$ cat config.mk
export PLATFORM = sky130hd
export DESIGN_NAME = abf_fifo_port
export DESIGN_NICKNAME = d
export VERILOG_FILES = /design/src/include/abf_pkg.sv /design/src/hdl/abf_sync_edge.sv /design/src/hdl/abf_fifo_port.sv
export SDC_FILE = /design/constraint.sdc
export NUM_CORES = 1
export LEC_CHECK = 0
export BUFFER_PORTS_ARGS = -buffer_cell sky130_fd_sc_hd__buf_2
export CORE_AREA = 3 3 72 125
export DETAILED_ROUTE_END_ITERATION = 16
export DIE_AREA = 0 0 75 128
export HOLD_SLACK_MARGIN = 0.05
export PLACE_DENSITY = 0.69
export SYNTH_ARGS = -nofsm -noshare
export SYNTH_HDL_FRONTEND = slang
export SYNTH_SLANG_ARGS = --single-unit
$ cat constraint.sdc
create_clock -name clk_in -period 2.8 [get_ports clk_in]
set_input_delay 0.28 -clock clk_in [delete_from_list [all_inputs] [get_ports clk_in]]
set_output_delay 0.28 -clock clk_in [all_outputs]
set_load 0.1 [all_outputs]
$ cat src/include/abf_pkg.sv
// constants and types for the asynchronous byte fifo port
// Notes on behaviour
// - The data bus is an input except while the read strobe is low during a read of a waiting byte in fifo mode.
// - The receive flag is low when a byte waits and the receive state is ABF_RX_IDLE, high otherwise.
// - After each read strobe rise the receive flag stays high for one cycle (ABF_RX_HOLD); it is already high from the read fall.
// - The transmit flag is low when a byte can be taken, else high.
// - In reset both flags are undriven so the pull-up holds them high.
// - A read strobe fall puts the head receive byte on the bus.
// - A read strobe rise advances the receive buffer.
// - A write strobe fall captures the bus byte into transmit storage.
// - In suspend with wakeup enabled a flush pulse requests resume.
// - In normal power a flush pulse sends all pending transmit data.
// - The port works only when configuration selects fifo mode.
package abf_pkg;
  localparam int ABF_DATA_W = 8;
  localparam int ABF_DEPTH = 4;
  localparam logic ABF_FLAG_IDLE = 1'b1;
  localparam logic [7:0] ABF_DATA_RST = 8'h00;
  // receive side state, one-hot
  typedef enum logic [2:0] {
    ABF_RX_IDLE = 3'b001,
    ABF_RX_DRIVE = 3'b010,
    ABF_RX_HOLD = 3'b100
  } abf_rx_state_t;
endpackage

$ cat src/hdl/abf_sync_edge.sv
// two-flop synchroniser with fall and rise detection
`timescale 1ns/1ns
module abf_sync_edge (
  // clock and reset
  input wire logic clk_in,
  input wire logic resetn_in,
  // async level in
  input wire logic async_in,
  // synchronised level and edges
  output logic level_out,
  output logic fall_out,
  output logic rise_out
);
  logic meta_reg;
  logic sync_reg;
  logic last_reg;

  // only sync_reg reads meta_reg; idle high matches the pulled strobes
  always_ff @(posedge clk_in or negedge resetn_in) begin
    if (!resetn_in) begin
      meta_reg <= 1'b1;
      sync_reg <= 1'b1;
      last_reg <= 1'b1;
    end else begin
      meta_reg <= async_in;
      sync_reg <= meta_reg;
      last_reg <= sync_reg;
    end
  end

  // edges seen once per transition
  assign level_out = sync_reg;
  assign fall_out = last_reg & ~sync_reg;
  assign rise_out = ~last_reg & sync_reg;
endmodule

$ cat src/hdl/abf_fifo_port.sv
// asynchronous byte fifo port for one channel
`timescale 1ns/1ns
module abf_fifo_port
  import abf_pkg::*;
#(
  parameter int DEPTH = ABF_DEPTH
) (
  // clock and reset
  input wire logic clk_in,
  input wire logic resetn_in,
  // configuration and power state
  input wire logic fifo_mode_in,
  input wire logic wake_enable_in,
  input wire logic powered_config_n_in,
  // external strobes
  input wire logic rd_n_in,
  input wire logic wr_n_in,
  input wire logic flush_wake_n_in,
  // data bus pins
  input wire logic [7:0] chan_data_in,
  output logic [7:0] chan_data_out,
  output logic chan_data_oe_out,
  // flag pins
  output logic rx_avail_n_out,
  output logic rx_avail_n_oe_out,
  output logic tx_space_n_out,
  output logic tx_space_n_oe_out,
  // usb side receive feed
  input wire logic usb_rx_valid_in,
  input wire logic [7:0] usb_rx_data_in,
  output logic usb_rx_ready_out,
  // usb side transmit drain
  output logic usb_tx_valid_out,
  output logic [7:0] usb_tx_data_out,
  input wire logic usb_tx_ready_in,
  // usb engine requests
  output logic send_now_out,
  output logic resume_req_out
);
  localparam int AW = $clog2(DEPTH);
  localparam logic [AW:0] FULL_CNT = (AW+1)'(DEPTH);

  logic rd_lvl, rd_fall, rd_rise;
  logic wr_fall;
  logic fw_fall;

  abf_sync_edge u_rd (.clk_in(clk_in), .resetn_in(resetn_in),
    .async_in(rd_n_in), .level_out(rd_lvl), .fall_out(rd_fall),
    .rise_out(rd_rise));
  abf_sync_edge u_wr (.clk_in(clk_in), .resetn_in(resetn_in),
    .async_in(wr_n_in), .level_out(), .fall_out(wr_fall),
    .rise_out());
  abf_sync_edge u_fw (.clk_in(clk_in), .resetn_in(resetn_in),
    .async_in(flush_wake_n_in), .level_out(), .fall_out(fw_fall),
    .rise_out());

  // receive storage
  logic [7:0] rx_mem [DEPTH];
  logic [AW-1:0] rx_wp_reg, rx_rp_reg;
  logic [AW:0] rx_cnt_reg;
  // transmit storage
  logic [7:0] tx_mem [DEPTH];
  logic [AW-1:0] tx_wp_reg, tx_rp_reg;
  logic [AW:0] tx_cnt_reg;

  abf_rx_state_t rx_st_reg, rx_st_next;
  logic [7:0] data_out_reg;
  logic live_reg;
  logic send_reg, resume_reg;

  function automatic logic [AW-1:0] ptr_inc(input logic [AW-1:0] p);
    ptr_inc = (p == AW'(DEPTH - 1)) ? '0 : p + 1'b1;
  endfunction

  // port lives only in fifo mode; live_reg also ends reset
  wire active = live_reg & fifo_mode_in;
  wire rx_has = (rx_cnt_reg != '0);
  wire tx_full = (tx_cnt_reg == FULL_CNT);
  wire rx_push = usb_rx_valid_in & usb_rx_ready_out;
  // advance on read rise after a drive
  wire rx_pop = active & rd_rise & (rx_st_reg == ABF_RX_DRIVE);
  // capture on write fall while room
  wire tx_push = active & wr_fall & ~tx_full;
  wire tx_pop = usb_tx_valid_out & usb_tx_ready_in;

  assign usb_rx_ready_out = (rx_cnt_reg != FULL_CNT);
  assign usb_tx_valid_out = (tx_cnt_reg != '0);
  assign usb_tx_data_out = tx_mem[tx_rp_reg];

  // receive state: idle, drive on read low, hold one cycle after rise
  always_comb begin
    rx_st_next = rx_st_reg;
    case (rx_st_reg)
      ABF_RX_IDLE: begin
        if (active & rd_fall & rx_has)
          rx_st_next = ABF_RX_DRIVE;
      end
      ABF_RX_DRIVE: begin
        if (rd_rise)
          rx_st_next = ABF_RX_HOLD;
      end
      ABF_RX_HOLD: rx_st_next = ABF_RX_IDLE;
      default: rx_st_next = ABF_RX_IDLE;
    endcase
  end

  always_ff @(posedge clk_in or negedge resetn_in) begin
    if (!resetn_in) begin
      rx_st_reg <= ABF_RX_IDLE;
      live_reg <= 1'b0;
    end else begin
      rx_st_reg <= rx_st_next;
      live_reg <= 1'b1;
    end
  end

  // receive pointers and count
  always_ff @(posedge clk_in or negedge resetn_in) begin
    if (!resetn_in) begin
      rx_wp_reg <= '0;
      rx_rp_reg <= '0;
      rx_cnt_reg <= '0;
    end else begin
      if (rx_push) begin
        rx_mem[rx_wp_reg] <= usb_rx_data_in;
        rx_wp_reg <= ptr_inc(rx_wp_reg);
      end
      if (rx_pop)
        rx_rp_reg <= ptr_inc(rx_rp_reg);
      rx_cnt_reg <= rx_cnt_reg + (AW+1)'(rx_push) - (AW+1)'(rx_pop);
    end
  end

  // transmit pointers and count
  always_ff @(posedge clk_in or negedge resetn_in) begin
    if (!resetn_in) begin
      tx_wp_reg <= '0;
      tx_rp_reg <= '0;
      tx_cnt_reg <= '0;
    end else begin
      if (tx_push) begin
        tx_mem[tx_wp_reg] <= chan_data_in;
        tx_wp_reg <= ptr_inc(tx_wp_reg);
      end
      if (tx_pop)
        tx_rp_reg <= ptr_inc(tx_rp_reg);
      tx_cnt_reg <= tx_cnt_reg + (AW+1)'(tx_push) - (AW+1)'(tx_pop);
    end
  end

  // latch head byte on read fall
  always_ff @(posedge clk_in or negedge resetn_in) begin
    if (!resetn_in)
      data_out_reg <= ABF_DATA_RST;
    else if (active & rd_fall & rx_has)
      data_out_reg <= rx_mem[rx_rp_reg];
  end

  // flush or wake pulse, one cycle, decided by power state
  always_ff @(posedge clk_in or negedge resetn_in) begin
    if (!resetn_in) begin
      send_reg <= 1'b0;
      resume_reg <= 1'b0;
    end else begin
      send_reg <= active & fw_fall & ~powered_config_n_in;
      resume_reg <= active & fw_fall & powered_config_n_in & wake_enable_in;
    end
  end
  assign send_now_out = send_reg;
  assign resume_req_out = resume_reg;

  // drive only while read held low
  // the pin term drops the drive at once; the synced level lags two clocks
  assign chan_data_oe_out = (rx_st_reg == ABF_RX_DRIVE) & ~rd_lvl & ~rd_n_in;
  assign chan_data_out = data_out_reg;
  // flag high while reading and one cycle after rise
  assign rx_avail_n_out = ~(rx_has & (rx_st_reg == ABF_RX_IDLE));
  assign tx_space_n_out = tx_full;
  // flags undriven in reset and when the port is off
  assign rx_avail_n_oe_out = active;
  assign tx_space_n_oe_out = active;

  // bus driven only while read strobe low
  bus_drive_a: assert property (@(posedge clk_in) disable iff (!resetn_in)
    chan_data_oe_out |-> !rd_lvl) else $error("bus driven, read high");
  // receive flag follows buffer
  rx_flag_a: assert property (@(posedge clk_in) disable iff (!resetn_in)
    (active && rx_st_reg == ABF_RX_IDLE) |-> (rx_avail_n_out == !rx_has))
    else $error("receive flag wrong");
  // flag high right after read rise
  rx_rise_a: assert property (@(posedge clk_in) disable iff (!resetn_in)
    rx_pop |=> rx_avail_n_out) else $error("flag low after read rise");
  // transmit flag rises as the last slot fills
  tx_flag_a: assert property (@(posedge clk_in) disable iff (!resetn_in)
    (tx_push && !tx_pop && tx_cnt_reg == FULL_CNT - 1'b1) |=> tx_space_n_out)
    else $error("transmit flag wrong");
  // flags released while off
  flag_release_a: assert property (@(posedge clk_in) disable iff (!resetn_in)
    !fifo_mode_in |-> !rx_avail_n_oe_out && !tx_space_n_oe_out)
    else $error("flag driven when off");
  // head byte lands on bus
  head_byte_a: assert property (@(posedge clk_in) disable iff (!resetn_in)
    (active && rd_fall && rx_has) |=> data_out_reg == $past(rx_mem[rx_rp_reg]))
    else $error("wrong head byte");
  // read rise pops one
  rx_pop_a: assert property (@(posedge clk_in) disable iff (!resetn_in)
    (rx_pop && !rx_push) |=> rx_cnt_reg == $past(rx_cnt_reg) - 1'b1)
    else $error("receive not advanced");
  // write fall stores one
  tx_push_a: assert property (@(posedge clk_in) disable iff (!resetn_in)
    (tx_push && !tx_pop) |=> tx_cnt_reg == $past(tx_cnt_reg) + 1'b1)
    else $error("write not captured");
  // resume only in suspend
  resume_a: assert property (@(posedge clk_in) disable iff (!resetn_in)
    (active && fw_fall && powered_config_n_in && wake_enable_in) |=>
    resume_req_out && !send_now_out) else $error("no resume");
  // flush only in normal power
  flush_a: assert property (@(posedge clk_in) disable iff (!resetn_in)
    (active && fw_fall && !powered_config_n_in) |=> send_now_out)
    else $error("no flush");
  // no write capture and no read advance outside fifo mode
  mode_gate_a: assert property (@(posedge clk_in) disable iff (!resetn_in)
    !fifo_mode_in |-> !tx_push && !rx_pop) else $error("active off mode");
  // one edge acted on once
  edge_once_a: assert property (@(posedge clk_in) disable iff (!resetn_in)
    wr_fall |=> !wr_fall) else $error("edge twice");
endmodule

==> results by group <==
Outcome
  – Status: finished clean

Placement
  – Final HPWL DP: between 4000 and 5000 um
  – Port buffer count: 50
  – Routability congestion estimate: between 0.7 and 0.8

STA
  – Relative slew slack: between 50% and 60%
  – Slew Limit Fails: 0
  – Setup TNS: 0 ns
  – Final Cycle Share: 87.2%
  – RSZ-0062 raised after global routing: false
  – Final setup skew: 0.00498 ns
  – Max Clock Freq: slightly above 400 MHz
  – Final Hold Vio Count: 0
  – Setup violators final: 0
  – Fin crit period: 2.44 ns
  – Slew @ Worst Pin: approximately 0.6 ns

Yosys
  – Register bit total from synthesis: roughly 100
  – Count leader, synth: edfxtp_1
  – Post-synthesis cell type count: 35
  – Post-synth top area cell: edfxtp_1
  – Synth top area share: 47.9%
  – Seq/Total Area, Yosys: 71.3%
  – Top FF cell, synth: edfxtp_1
  – Syn nets: 254
  – Synthesized instance count: roughly 210
  – Asr flop ratio synth: between 30 and 40%
  – Syn Area/Cell: 18.9 um2
  – YS warnings: 0
  – Top cells by count, synth: edfxtp_1, dfrtp_1, mux4_2
  – Post-synth EDFFs: 64
  – Post-Syn Area: ~4000 um2
  – Largest cells by area after synthesis: edfxtp_1, dfrtp_1, mux4_2

Setup path
  – Critical path data required time: between 3 and 4 ns
  – CP arrival: 2.70 ns
  – Worst Setup SP: u_rd.level_out
  – CP startpoint kind: flip-flop
  – Worst Setup EP: rx_cnt_reg[2]
  – FF-to-FF path depth: 10
  – Worst reg2reg setup slack: 0.36 ns
  – Crit Path Class: flip-flop to flip-flop
  – Worst r2r src: u_rd.level_out
  – FF-to-FF End: rx_cnt_reg[2]
  – Worst setup EP type: flip-flop
  – Crit path max fanout: 5

CTS
  – Reg clk slew, reported paths: roughly 0.060 ns
  – Root Buffer: clkbuf_16
  – Clock Path Buffers: 2
  – CTS Buf Count: 9
  – Worst-Skew Late Latency: 0.34 ns
  – H-tree depth: 3
  – Sinks on Clock Net: about 100
  – CTS tree: done

Pwr
  – Int Pwr: a little under 3 mW
  – Clock power share: between 20% and 30%
  – NetSw: just over 2 mW
  – Sequential share of power: between 40% and 50%
  – Power density cells: about 1100 nW/um2
  – Sw frac: a little over 40%
  – Combinational share of power: 37.3%
  – Worst VDD drop: around 0.58 mV
  – Pleak: around 1.9 nW

Layout
  – Fin nets: 315
  – Register area: about 2900 um2
  – Antenna cells: 0
  – Final Core Density: 58.2%
  – Fillers: between 600 and 700
  – Multi-input logic area: about 1100 um2
  – Share of layout cells above drive strength 1: 41.7%
  – Area Overhead vs Synth: 16.2%

GRT
  – Vias in the first global route: roughly 2100
  – Pin count of the biggest net entering global routing: 25
  – Total global routing overflow: 0
  – Initial antenna violation count: 0
  – All-Layer GR Usage: around 15%
  – Global-route wire length before repair: approximately 10000 um

Floorplanning
  – Die height: 128 um
  – IO Pins: 51
  – Starting Density: 50.1%
  – CORE AREA: between 8000 and 9000 um2
  – Die W: about 75 um
  – Die area: 9600 um2
  – Rows: between 40 and 50

Routing
  – Via-to-Cell Ratio: about 5.3
  – DR WL/cell: 17.1 um
  – ANT nets after route: 0
  – Final WL: approximately 6300 um
  – Vias: roughly 2000
  – # DRC: 0
  – Initial DRC count: just under 90
  – Drt first pass iters: 4

Job
  – Max Cap Violations: 0

Hold path
  – HP Class: input port to flip-flop
## cells in the final DEF, fill, tap and decap left out, drive strengths merged
cell type and n:
edfxtp 64, buf 52, dfrtp 27, mux4 16, mux2 16, inv 15
ha 14, clkbuf 13, dfstp 10, and3 8, nor2 6, nand2b 4
xnor2 4, dlygate4sd3 4, nand2 3, nor4b 3, clkinv 3, or3 2
nor3 2, fa 2, or3b 1, nor3b 1, or4 1, and2 1
nor4 1, nand4b 1, o31ai 1, nor2b 1, o32a 1, conb 1
## power by group through the flow
stage / sequential [mW] / combinational, mW / clock [mW]
3_5_place_dp: 2.06 / 1.85 / 0
3_3_place_gp: 2.05 / 1.82 / 0
4_1_cts: 2.03 / 1.86 / 1.11
6_report: 2.02 / 1.83 / 1.06
2_1_floorplan: 2.35 / 1.25 / 0
5_1_grt: 2.06 / 1.95 / 1.16
## how the worst min path moves through the flow
stage                     slack [ns]                to  cells past startpoint                start
after global placement          0.28     rx_cnt_reg[1]                      1            resetn_in
after global routing            0.11      send_now_out                      2  powered_config_n_in
after floorplan                -0.02  chan_data_out[0]                      0            resetn_in
after detailed placement        0.28     rx_cnt_reg[2]                      1            resetn_in
final                           0.12      send_now_out                      2  powered_config_n_in
after CTS                        0.1      send_now_out                      2  powered_config_n_in
## critical path: stages, from the launching register on
cell and delay (ns):
dfstp_2 0.57, nand2b_1 0.08, or4_4 0.50, inv_1 0.07, ha_1 0.21, inv_1 0.05
ha_1 0.12, inv_1 0.04, fa_1 0.38, xnor2_1 0.18, xnor2_1 0.14
## metrics by stage
stage               setup slack (ns)  hold slack, ns  std cells  area [um2]  total power, mW
global placement               0.415           0.277        348        4370             3.87
floorplan                     0.0196         -0.0156        212        4030             3.61
detailed placement             0.336           0.279        348        4370             3.91
finish                         0.359           0.118        368        4660             4.92
global route                   0.143           0.115        368        4660             5.17
CTS                            0.326          0.0997        368        4660             4.99
## layer usage
metal,up-vias,wire [um],track usage (%)
li1,918,-,-
met1,989,2360,16.7
met2,38,3490,25.3
met3,8,327,5.65
met4,0,129,7.23
met5,-,0,0
## cell type report
type	count	area share [%]
sequential	101	61.3
inverter	15	1.21
timing repair buffer	56	6.55
tap	90	2.41
clock buffer	13	5.15
clock inverter	3	0.268
multi-input combinational	90	23.1
## logic make-up after synthesis
group / after synthesis / share of synthesized area (%)
multiplexers: 32 / 13.7
flip-flops: 101 / 71.3
adder cells (fa/ha/maj): 16 / 5.36
AO/OA/AOI/OAI: 2 / 0.437
XOR/XNOR: 4 / 0.873
buffers and inverters: 21 / 2.31
AND/OR/NAND/NOR: 35 / 5.99
other: 1 / 0.0935
## timing repair
action                                  4_1_cts  5_1_grt
hold buffers                                  4        0
resized for setup                             0        0
hold endpoints to repair                     15        0
endpoints found under the setup margin        0        0
buffers inserted                              0        0
Note: power is estimated with default switching activity, not from simulation.
